`src/rtl/adc_ctl_pkg.sv`:
```
// Constants, register map and state encoding for the converter host controller
package adc_ctl_pkg;

	// ==========================================================
	// Timing
	// ==========================================================
	localparam int CLK_NS         = 25;        // System clock period
	localparam int T_CONV_NS      = 40;        // Least convert pulse width
	localparam int T_SETUP_NS     = 10;        // Read/convert to chip select setup
	localparam int T_ENABLE_NS    = 25;        // Output enable to first shift clock high
	localparam int T_PD_NS        = 200;       // Least power-down pulse
	localparam int SCLK_PERIOD_NS = 200;       // Shift clock period, 50% duty
	localparam int T_RECHARGE_NS  = 1000000;   // Bypass capacitor recharge

	// Least times round up to whole cycles
	function automatic int ceil_cyc(input int ns);
		int c;
		c = (ns + CLK_NS - 1) / CLK_NS;
		return (c < 1) ? 1 : c;
	endfunction

	localparam logic [15:0] CONV_CYC   = 16'(ceil_cyc(T_CONV_NS));
	localparam logic [15:0] SETUP_CYC  = 16'(ceil_cyc(T_SETUP_NS));
	localparam logic [15:0] ENABLE_CYC = 16'(ceil_cyc(T_ENABLE_NS));
	localparam logic [15:0] PD_CYC     = 16'(ceil_cyc(T_PD_NS));
	localparam logic [15:0] HALF_CYC   = 16'(ceil_cyc(SCLK_PERIOD_NS / 2));
	localparam int          RECHARGE_CYC = ceil_cyc(T_RECHARGE_NS);

	// ==========================================================
	// Serial frame
	// ==========================================================
	localparam logic [4:0] FIRST_DATA_EDGE = 5'h02;  // Falling edge carrying MSB
	localparam logic [4:0] LAST_DATA_EDGE  = 5'h11;  // Falling edge carrying LSB
	localparam logic [4:0] TAG_ECHO_EDGE   = 5'h12;  // Falling edge carrying first appended bit
	localparam int         RESULT_BITS     = 16;

	// ==========================================================
	// Register map (byte addresses, low 8 bits decoded)
	// ==========================================================
	localparam logic [7:0] ADDR_CTRL   = 8'h00;
	localparam logic [7:0] ADDR_CMD    = 8'h04;
	localparam logic [7:0] ADDR_STATUS = 8'h08;
	localparam logic [7:0] ADDR_DATA   = 8'h0c;

	localparam int CTRL_CONT_BIT = 0;
	localparam int CTRL_ADDR_LSB = 1;
	localparam int CTRL_TAG_BIT  = 3;
	localparam int CMD_START_BIT = 0;
	localparam int CMD_READ_BIT  = 1;
	localparam int CMD_PD_BIT    = 2;

	// Synchronised pin indices
	localparam int PIN_BUSY  = 0;
	localparam int PIN_RXBIT = 1;
	localparam int PIN_CH0   = 2;
	localparam int PIN_CH1   = 3;

	typedef enum logic [3:0] {
		ST_IDLE,
		ST_CONV_SETUP,
		ST_CONV_PULSE,
		ST_WAIT_LOW,
		ST_WAIT_HIGH,
		ST_RD_ENABLE,
		ST_RD_HIGH,
		ST_RD_LOW,
		ST_PD,
		ST_CONT
	} ctl_state_t;

endpackage

```
`src/rtl/pin_sync.sv`:
```
// Three-stage synchroniser for the device pins, change taken when stages two and three agree
`timescale 1ns/100ps
`default_nettype none

module pin_sync (
	// Clock and reset
	input  wire logic       hclk,
	input  wire logic       hresetn,
	// Pins
	input  wire logic [3:0] pins_async,
	output logic      [3:0] pins_sync
);

	typedef struct packed {
		logic [3:0] s1;
		logic [3:0] s2;
		logic [3:0] s3;
		logic [3:0] q;
	} sync_t;

	sync_t r_q;
	sync_t r_d;

	// Shift chain; output follows only bits where stages agree
	always_comb begin
		r_d    = r_q;
		r_d.s1 = pins_async;
		r_d.s2 = r_q.s1;
		r_d.s3 = r_q.s2;
		r_d.q  = (r_q.s2 & r_q.s3) | (r_q.q & (r_q.s2 ^ r_q.s3));
	end

	// State register
	always_ff @(posedge hclk or negedge hresetn) begin
		if (!hresetn) begin
			r_q <= '0;
		end else begin
			r_q <= r_d;
		end
	end

	assign pins_sync = r_q.q;

endmodule
`default_nettype wire

```
`src/rtl/adc_host_ctrl.sv`:
```
// Host controller driving a four-channel converter's serial readout and sequencer pins
//
// Overview of operation
// RULE1: Clock source select held high, shift clock data-only
// RULE2: Shift only with chip select low, read high
// RULE3: Shift clock high 50 percent, under 10MHz
// RULE4: Chip select high during result transfer window
// RULE5: Busy rises after output register loaded
// RULE6: Frame marker high one period after first rise
// RULE7: MSB after second rise, LSB at 17th fall
// RULE8: Appended bits echo from 18th falling edge
// RULE9: Appended bits pass until next result load
// RULE10: No shifting between 12us and busy rising
// RULE11: Internal clock mode appends first tag bit
// RULE12: Continuous mode converts while pins held low
// RULE13: Continuous sequence starts after last address
// RULE14: Address pins released in continuous mode
// RULE15: Sequence counts up, wraps three to zero
// RULE16: Busy rising advances channel on address pins
// RULE17: Manual start latches address for next
// RULE18: Convert commands ignored while busy low
// RULE19: Start by chip select falling, convert low
// RULE20: Start conditions restart continuous sequence
// RULE21: Power-down pulse 200ns resets channel address
// RULE22: Wait recharge before enabling continuous mode
// RULE23: Internal clock sends sixteen bits MSB first
//
// Decided for this implementation: the AHB-Lite interface to the registers and the placing of the registers.
`timescale 1ns/100ps
`default_nettype none

module adc_host_ctrl
	import adc_ctl_pkg::*;
#(
	parameter int RECHARGE_CYCLES = RECHARGE_CYC
) (
	// Clock and reset
	input  wire logic        hclk,
	input  wire logic        hresetn,
	// AHB-Lite slave
	input  wire logic        hsel,
	input  wire logic [31:0] haddr,
	input  wire logic [1:0]  htrans,
	input  wire logic        hwrite,
	input  wire logic [2:0]  hsize,
	input  wire logic        hready,
	input  wire logic [31:0] hwdata,
	output logic      [31:0] hrdata,
	output logic             hreadyout,
	output logic             hresp,
	// Converter control pins
	output logic             chip_select_n,
	output logic             read_not_convert,
	output logic             serial_shift_clock,
	output logic             tag_out,
	output logic             power_down,
	output logic             continuous_mode_select,
	output logic             clock_source_select,
	input  wire logic        busy_n,
	input  wire logic        serial_result_out,
	// Channel address pins, two-way
	input  wire logic        channel_addr_bit0_in,
	output logic             channel_addr_bit0_out,
	output logic             channel_addr_bit0_oe_n,
	input  wire logic        channel_addr_bit1_in,
	output logic             channel_addr_bit1_out,
	output logic             channel_addr_bit1_oe_n
);

	typedef struct packed {
		ctl_state_t  st;
		logic [15:0] cnt;
		logic [4:0]  edges;
		logic [15:0] shreg;
		logic [15:0] result;
		logic        valid;
		logic        tag_echo;
		logic        busy_prev;
		logic [7:0]  rises;
		logic [15:0] recharge;
		logic        cont_en;
		logic [1:0]  man_addr;
		logic        tag_bit;
		logic        cs_n;
		logic        rc;
		logic        sclk;
		logic        pd;
		logic        cont;
		logic        addr_oe_n;
		logic [1:0]  addr_out;
		logic        ph_valid;
		logic        ph_write;
		logic [7:0]  ph_addr;
		logic [31:0] rdata;
	} ctl_t;

	ctl_t r_q;
	ctl_t r_d;

	logic [3:0] pins_s;
	logic       busy_s;
	logic       rxbit_s;
	logic [1:0] chan_s;
	logic       addr_phase;
	logic       cmd_wr;
	logic       do_start;
	logic       do_read;
	logic       do_pd;
	logic       dev_idle;

	// ==========================================================
	// Pin synchronisers
	// ==========================================================
	pin_sync u_sync (
		.hclk      (hclk),
		.hresetn   (hresetn),
		.pins_async({channel_addr_bit1_in, channel_addr_bit0_in, serial_result_out, ~busy_n}),
		.pins_sync (pins_s)
	);

	assign busy_s  = !pins_s[PIN_BUSY];   // Inverted at entry, so a cleared chain reads idle
	assign rxbit_s = pins_s[PIN_RXBIT];
	assign chan_s  = {pins_s[PIN_CH1], pins_s[PIN_CH0]};

	// Read value of a register
	function automatic logic [31:0] reg_read(input logic [7:0] a, input ctl_t s, input logic [1:0] ch,
	                                         input logic bsy);
		logic [31:0] v;
		v = '0;
		if (a == ADDR_CTRL) begin
			v[CTRL_CONT_BIT] = s.cont_en;
			v[CTRL_ADDR_LSB +: 2] = s.man_addr;
			v[CTRL_TAG_BIT] = s.tag_bit;
		end else if (a == ADDR_STATUS) begin
			v[0] = (s.st != ST_IDLE) && (s.st != ST_CONT);
			v[1] = bsy;
			v[2] = s.valid;
			v[3] = s.tag_echo;
			v[5:4] = ch;
			v[6] = (s.recharge != '0);
			v[15:8] = s.rises;
		end else if (a == ADDR_DATA) begin
			v[RESULT_BITS-1:0] = s.result;
		end
		return v;
	endfunction

	// Bus decode and command strobes
	assign addr_phase = hsel && hready && htrans[1];
	assign cmd_wr     = r_q.ph_valid && r_q.ph_write && (r_q.ph_addr == ADDR_CMD);
	assign dev_idle   = busy_s && !r_q.pd;
	assign do_start   = cmd_wr && hwdata[CMD_START_BIT] && dev_idle;   // RULE18
	assign do_read    = cmd_wr && hwdata[CMD_READ_BIT] && busy_s;      // RULE10
	assign do_pd      = cmd_wr && hwdata[CMD_PD_BIT] && busy_s;

	// ==========================================================
	// Next-state logic
	// ==========================================================
	always_comb begin
		r_d = r_q;
		// Bus address phase capture, read data registered for data phase
		r_d.ph_valid = addr_phase;
		if (addr_phase) begin
			r_d.ph_write = hwrite;
			r_d.ph_addr  = haddr[7:0];
			r_d.rdata    = hwrite ? 32'h0000_0000 : reg_read(haddr[7:0], r_q, chan_s, busy_s);
			if (!hwrite && haddr[7:0] == ADDR_DATA) begin
				r_d.valid = 1'b0;
			end
		end
		// Control register write
		if (r_q.ph_valid && r_q.ph_write && r_q.ph_addr == ADDR_CTRL) begin
			r_d.cont_en  = hwdata[CTRL_CONT_BIT];
			r_d.man_addr = hwdata[CTRL_ADDR_LSB +: 2];
			r_d.tag_bit  = hwdata[CTRL_TAG_BIT];
		end
		// Busy rising edge counter
		r_d.busy_prev = busy_s;
		if (busy_s && !r_q.busy_prev) begin
			r_d.rises = r_q.rises + 8'h01;   // RULE16
		end
		if (r_q.recharge != '0) begin
			r_d.recharge = r_q.recharge - 16'h0001;
		end
		if (r_q.cnt != '0) begin
			r_d.cnt = r_q.cnt - 16'h0001;
		end
		// Manual address drive; released with the mode pin below
		r_d.addr_out  = r_q.man_addr;      // RULE17

		case (r_q.st)
			ST_IDLE: begin
				r_d.cs_n = 1'b1;
				r_d.rc   = 1'b1;
				r_d.sclk = 1'b0;
				if (do_pd) begin
					r_d.pd  = 1'b1;
					r_d.cnt = PD_CYC - 16'h0001;
					r_d.st  = ST_PD;
				end else if (do_start) begin
					r_d.rc  = 1'b0;
					r_d.cnt = SETUP_CYC - 16'h0001;
					r_d.st  = ST_CONV_SETUP;
				end else if (do_read) begin
					r_d.cs_n  = 1'b0;              // RULE2
					r_d.edges = '0;
					r_d.cnt   = ENABLE_CYC - 16'h0001;
					r_d.st    = ST_RD_ENABLE;
				end else if (r_q.cont_en && r_q.recharge == '0 && dev_idle) begin
					r_d.cont = 1'b1;               // RULE22
					r_d.cs_n = 1'b0;
					r_d.rc   = 1'b0;
					r_d.st   = ST_CONT;            // RULE12
				end
			end
			ST_CONV_SETUP: begin
				if (r_q.cnt == '0) begin
					r_d.cs_n = 1'b0;               // RULE19
					r_d.cnt  = CONV_CYC - 16'h0001;
					r_d.st   = ST_CONV_PULSE;
				end
			end
			ST_CONV_PULSE: begin
				if (r_q.cnt == '0) begin
					r_d.cs_n = 1'b1;               // RULE4
					r_d.rc   = 1'b1;
					r_d.st   = ST_WAIT_LOW;
				end
			end
			ST_WAIT_LOW: begin
				if (!busy_s) begin
					r_d.st = ST_WAIT_HIGH;
				end
			end
			ST_WAIT_HIGH: begin
				if (busy_s) begin
					r_d.st = ST_IDLE;              // RULE5
				end
			end
			ST_RD_ENABLE: begin
				if (r_q.cnt == '0) begin
					r_d.sclk  = 1'b1;
					r_d.edges = r_q.edges + 5'h01;
					r_d.cnt   = HALF_CYC - 16'h0001;
					r_d.st    = ST_RD_HIGH;
				end
			end
			ST_RD_HIGH: begin
				if (r_q.cnt == '0) begin
					r_d.sclk = 1'b0;               // RULE3
					r_d.cnt  = HALF_CYC - 16'h0001;
					r_d.st   = ST_RD_LOW;
				end
			end
			ST_RD_LOW: begin
				if (r_q.cnt == '0) begin
					if (r_q.edges >= FIRST_DATA_EDGE && r_q.edges <= LAST_DATA_EDGE) begin
						r_d.shreg = {r_q.shreg[RESULT_BITS-2:0], rxbit_s};   // RULE7
					end
					if (r_q.edges == TAG_ECHO_EDGE) begin
						r_d.tag_echo = rxbit_s;    // RULE8
						r_d.result   = r_q.shreg;
						r_d.valid    = 1'b1;
						r_d.cs_n     = 1'b1;
						r_d.st       = ST_IDLE;
					end else begin
						r_d.sclk  = 1'b1;
						r_d.edges = r_q.edges + 5'h01;
						r_d.cnt   = HALF_CYC - 16'h0001;
						r_d.st    = ST_RD_HIGH;
					end
				end
			end
			ST_PD: begin
				if (r_q.cnt == '0) begin
					r_d.pd       = 1'b0;           // RULE21
					r_d.recharge = 16'(RECHARGE_CYCLES);
					r_d.st       = ST_IDLE;
				end
			end
			ST_CONT: begin
				if (!r_q.cont_en) begin
					r_d.cont = 1'b0;
					r_d.cs_n = 1'b1;
					r_d.rc   = 1'b1;
					r_d.st   = ST_IDLE;
				end
			end
			default: begin
				r_d.st = ST_IDLE;
			end
		endcase
		r_d.addr_oe_n = r_d.cont;          // RULE14
	end

	// ==========================================================
	// State register
	// ==========================================================
	always_ff @(posedge hclk or negedge hresetn) begin
		if (!hresetn) begin
			r_q           <= '0;
			r_q.st        <= ST_IDLE;
			r_q.busy_prev <= 1'b1;
			r_q.cs_n      <= 1'b1;
			r_q.rc        <= 1'b1;
		end else begin
			r_q <= r_d;
		end
	end

	// ==========================================================
	// Outputs
	// ==========================================================
	assign hrdata                 = r_q.rdata;
	assign hreadyout              = 1'b1;
	assign hresp                  = 1'b0;
	assign chip_select_n          = r_q.cs_n;
	assign read_not_convert       = r_q.rc;
	assign serial_shift_clock     = r_q.sclk;
	assign tag_out                = r_q.tag_bit;     // RULE9
	assign power_down             = r_q.pd;
	assign continuous_mode_select = r_q.cont;
	assign clock_source_select    = 1'b1;            // RULE1
	assign channel_addr_bit0_out  = r_q.addr_out[0];
	assign channel_addr_bit1_out  = r_q.addr_out[1];
	assign channel_addr_bit0_oe_n = r_q.addr_oe_n;
	assign channel_addr_bit1_oe_n = r_q.addr_oe_n;

endmodule
`default_nettype wire

```
`config.mk`:
```
export PLATFORM = sky130hd
export DESIGN_NAME = adc_host_ctrl
export DESIGN_NICKNAME = d
export VERILOG_FILES = /design/src/rtl/adc_ctl_pkg.sv /design/src/rtl/pin_sync.sv /design/src/rtl/adc_host_ctrl.sv
export SDC_FILE = /design/constraint.sdc
export NUM_CORES = 1
export LEC_CHECK = 0
export BUFFER_PORTS_ARGS = -buffer_cell sky130_fd_sc_hd__buf_2
export CAP_MARGIN = 20
export CORE_MARGIN = 3
export CORE_UTILIZATION = 39
export CTS_CLUSTER_SIZE = 12
export DETAILED_ROUTE_END_ITERATION = 6
export SLEW_MARGIN = 40
export SYNTH_ARGS = -nofsm -noshare
export SYNTH_HDL_FRONTEND = slang
export SYNTH_HIERARCHICAL = 1
export SYNTH_SLANG_ARGS = --single-unit
```
`constraint.sdc`:
```
create_clock -name hclk -period 3.83 [get_ports hclk]
set_clock_uncertainty 0.15 [all_clocks]
set_input_delay 0.1915 -clock hclk [delete_from_list [all_inputs] [get_ports hclk]]
set_output_delay 0.1915 -clock hclk [all_outputs]
set_load 0.01 [all_outputs]
```
Yosys cells after proc, flatten, opt, wreduce, memory -nomap -nowiden
Cells that the tools add are included.
{"block": "totals", "ff_bits": 153, "in_bits": 78, "out_inout_bits": 45, "word_cells": 177}
{"block": "op_classes", "n_addsub": 4, "order_cmp": 2, "n_eq_ne": 32, "muxes": 62, "bitwise_logic": 5, "n_reduce_logical": 45}
{"op": "$mux 16", "count": 7}
{"op": "$mux 20", "count": 4}
{"op": "$pmux 16 s5", "count": 1}
{"op": "$mux 59", "count": 1}
{"op": "$mux 21", "count": 2}
{"op": "$pmux 4 s10", "count": 1}
{"op": "$logic_not 16->1", "count": 2}
{"op": "$mux 4", "count": 8}
{"op": "$ne 2x2->1 const B", "count": 16}
{"op": "$reduce_bool 16->1", "count": 2}
{"op": "$sub 16x1->16 const B", "count": 2}
{"op": "$mux 25", "count": 1}
{"op": "$mux 1", "count": 19}
{"op": "$logic_and 1x1->1", "count": 18}
{"op": "$mux 18", "count": 1}
{"op": "$eq 4x3->1 const B", "count": 4}
{"op": "$eq 8x4->1 const B", "count": 2}
{"op": "$logic_not 8->1", "count": 2}
{"op": "$pmux 5 s3", "count": 1}
{"op": "$mux 12", "count": 1}
{"op": "$reduce_and 3->1", "count": 4}
{"op": "$reduce_and 6->1", "count": 2}
{"op": "$mux 2", "count": 5}
{"op": "$mux 5", "count": 2}
{"op": "32 further kinds", "count": 42}

Logic depth before layout (Yosys ltp)
{"block": "logic_depth", "word_depth": 8, "mapped_depth": 13, "mapped_depth_nobuf": 12}

Modules after synthesis
The synthesis kept the hierarchy.
{"mod": "adc_host_ctrl", "instances": 1, "cells_each": 602, "area_per_inst_um2": 6333.6, "seq_area_each_um2": 3031.7}
{"mod": "pin_sync", "instances": 1, "cells_each": 28, "area_per_inst_um2": 510.5, "seq_area_each_um2": 400.4}

Least setup slack after synthesis
Ideal clock, no wire load.
{"block": "synth_path", "path_type": "register to register", "from": "register r_q[54] (netlist bit)", "to": "register r_q[135] (netlist bit)", "setup_ns": 0.125, "arrival_ns": 2.727, "t_required_ns": 3.555, "slack_ns": 0.828, "stages_incl_launch_ff": 10, "period_less_slack_ns": 3.002, "cell_sequence": "dfrtp_1 -> inv_1 -> ha_1 -> or4b_1 -> clkbuf_1 -> or3_1 -> buf_2 -> or3_4 -> a221oi_4 -> mux2_2"}
{"block": "synth_via", "elab_chain_len": 5}
{"element": "start: declaration", "line_no": "adc_host_ctrl.sv:97", "text": "ctl_t r_q;"}
{"element": "start signal: assignment", "line_no": "adc_host_ctrl.sv:307", "text": "r_q <= r_d;"}
{"element": "$logic_not 16->1", "line_no": "adc_host_ctrl.sv:209", "text": "end else if (r_q.cont_en && r_q.recharge == '0 && dev_idle) begin"}
{"element": "$logic_and 1x1->1 (2 in series)", "line_no": "adc_host_ctrl.sv:209"}
{"element": "$ne 5x5->1 (no source line)"}
{"element": "$reduce_and 10->1 (no source line)"}
Every way passes these cells.
A chain may end at the register's enable or synchronous reset.

==> metrics <==
outcome=completed; final slew viol count=0; most frequently used flop master after synthesis=dfrtp_1; CP max stage delay=0.59 ns; Top-Level Pins=123; fraction of layout cells with a size suffix above 1=about a quarter; top-count cell post-synth=dfrtp_1; # DRC=0; DR vias=4816; Hold Path Stages=2; Skew-Pair Late Insertion Delay=0.42 ns; Die Span Y=138 microns; worst-path cell chain=or4_1, or3_1, nor2_8, inv_1, ha_1, o211ai_1, nor3_1, o41ai_1, a21oi_1; largest cells by area after synthesis=dfrtp_1 (49%), mux2_2 (8.2%), buf_4 (4.5%), nor2_1 (2.6%), mux2i_1 (2.3%); vias per cell=about 5.3; DP Worst Slack=0.494 ns; final hold viol count=0; min Tclk post-route=3.36 ns; Antenna Cells=0; utilization after layout=between 40% and 50%; Yosys cell types=65; Leakage Power=0.00361 uW; Cells after Synth=between 600 and 700; Cell Count, Final, Fillers Out=about 900; HPWL Detailed=10200 microns; Setup WS post-layout=0.465 ns; vias in the first global route=4919; Final Cell Area=7790 sq um; DP Cell Count=855; final setup fails=0; YS warnings=6; Root Buffer=clkbuf_16; Startpoint Class=flop; Tcrit/Tclk final=87.9%; first-pass GRT wire length=25000 microns; clk buf depth=2; FF/Latch Area=3430 sq um; Arr. time, crit path=3.51 ns; GR Util All Layers=15.9%; Worst Path Required=approximately 4.0 ns; Post-synth EDFFs=0; fillers=1561; Synth top area share=49.0%; largest net degree at the start of global routing=slightly above 70; Clock Sinks=137; TNS Setup=0 ns; Post-synth top cells=dfrtp_1 (134), mux2_2 (50), nor2_1 (47), buf_4 (41), nand2_1 (36); multi-input logic area=roughly 3000 sq um; Maximum Capacitance Violations=0; post-CTS sizing=0; gr ovfl total=0; RSZ-0062 raised after global routing=no; postcts setup bufs=0; Crit path max-delay family=simple AND/OR/NAND/NOR gates; # rows=between 40 and 50; die area=19200 sq um; slowest CP cell=or4_1; Crit Path Class=flop to flop; Synth async-reset ratio=100%; CTS tree=done; chip width=138 microns; Post-Syn Area=6840 sq um; Critical Path Fanout Max=10; Layout Nets=760; 1st-iter DRT viols=328; H-tree depth=4; clock slew at reported path FFs=around 0.060 ns; Slew @ Worst Pin=0.813 ns; Wirelength per Cell=approximately 16 microns; Pre-Repair DR Iteration Count=5; initial antenna violation count=1; R2R depth=9; area grow syn2layout=13.9%; CP bufs+invs=1; Placer Congestion=roughly 0.9; hold_buf cts=16; ANT nets after route=0; Max transition margin=between 40% and 50%; crit end category=flop; CP Depth=9; Peak VDD IR=0.510 mV; initial core utilization=about two fifths; worst hold path class=primary input to flop; CTS Buf Count=17; Core Footprint=16900 sq um; #FFs+latches synth=137; Placed Area=just over 7000 sq um; FMAX=about 300 MHz; biggest area consumer among synthesized cells=dfrtp_1; Post-Route WL=14600 microns; PwrDens=between 600 and 700 nW/um^2; sequential fraction of the synthesis area=about half; Port Buffer Count=between 40 and 50; Mean Syn Cell Area=around 11 sq um
==> worst reg2reg max path: stages (launching register included) <==
cell      delay [ns]
dfrtp_1         0.42
or4_1           0.59
or3_1           0.59
nor2_8          0.22
inv_1           0.17
ha_1            0.32
o211ai_1        0.18
nor3_1          0.09
o41ai_1         0.39
a21oi_1         0.11
==> per-layer routing <==
layer	GRT usage (%)	up-vias	wire length [microns]
li1	-	2276	-
met1	21.2	2405	6650
met2	25.4	118	7040
met3	4.97	15	731
met4	4.26	2	138
met5	0	-	13
==> state kept, by name, indices dropped and copies added (netlist names), 2 cells and up <==
name	count
u_sync/r_q	4
u_sync/pins_sync	4
u_sync/r_d	8
hrdata	16
r_d	2
r_q	95
==> worst paths after layout <==
| kind | startpoint | to | slack [ns] |
|---|---|---|---|
| worst min register to register | u_sync/r_d[8]$_DFF_PN0_ | u_sync/r_d[4]$_DFF_PN0_ | 0.20 |
| worst max-delay path | r_q[121]$_DFF_PN0_ | r_q[118]$_DFF_PN0_ | 0.47 |
| max in group asynchronous | hresetn | r_q[78]$_DFF_PN1_ | 2.41 |
| worst min-delay path | haddr[3] | r_q[35]$_DFFE_PN0P_ | 0.11 |
| min in group asynchronous | hresetn | r_q[128]$_DFF_PN0_ | 0.19 |
| worst max register to register | r_q[121]$_DFF_PN0_ | r_q[118]$_DFF_PN0_ | 0.47 |
==> logic make-up (layout without fill, tap and decap cells) <==
| family | Yosys count | in the layout | share of synthesized area [%] |
|---|---|---|---|
| adder cells (fa/ha/maj) | 12 | 12 | 2.19 |
| XOR/XNOR | 31 | 31 | 3.97 |
| AO/OA/AOI/OAI | 103 | 103 | 10.2 |
| AND/OR/NAND/NOR | 192 | 192 | 15.1 |
| flip-flops | 137 | 137 | 50.1 |
| multiplexers | 66 | 66 | 10.6 |
| buffers and inverters | 87 | 123 | 7.71 |
| other | 2 | 19 | 0.110 |
==> through the flow <==
stage | hold slack [ns] | power [uW]
global route | 0.117 | 5340
floorplan | -0.254 | 3050
CTS | 0.0778 | 5030
detailed placement | 0.0961 | 3360
finish | 0.105 | 5000
global placement | 0.0836 | 3300
==> where the power goes <==
group | internal, uW | switching (uW)
combinational | 556 | 828
clock | 991 | 648
sequential | 1690 | 291
==> layout make-up <==
class / count / share of cell area, %
timing repair buffer: 72 / 6.02
tap: 220 / 3.53
inverter: 19 / 0.915
clock inverter: 14 / 2.04
sequential: 137 / 44.0
multi-input combinational: 423 / 37.8
clock buffer: 18 / 5.63
==> placed cells by master, fill, tap and decap left out, types with 16 or more instances in the layout <==
cell / instances
dfrtp_1: 134
mux2_2: 50
nor2_1: 47
buf_2: 46
nand2_1: 36
o21ai_0: 31
a21oi_1: 20
inv_1: 19
conb_1: 19
xor2_1: 17
clkbuf_16: 17
mux2i_1: 16
dlygate4sd3_1: 16
Note: power is estimated with default switching activity, not from simulation.
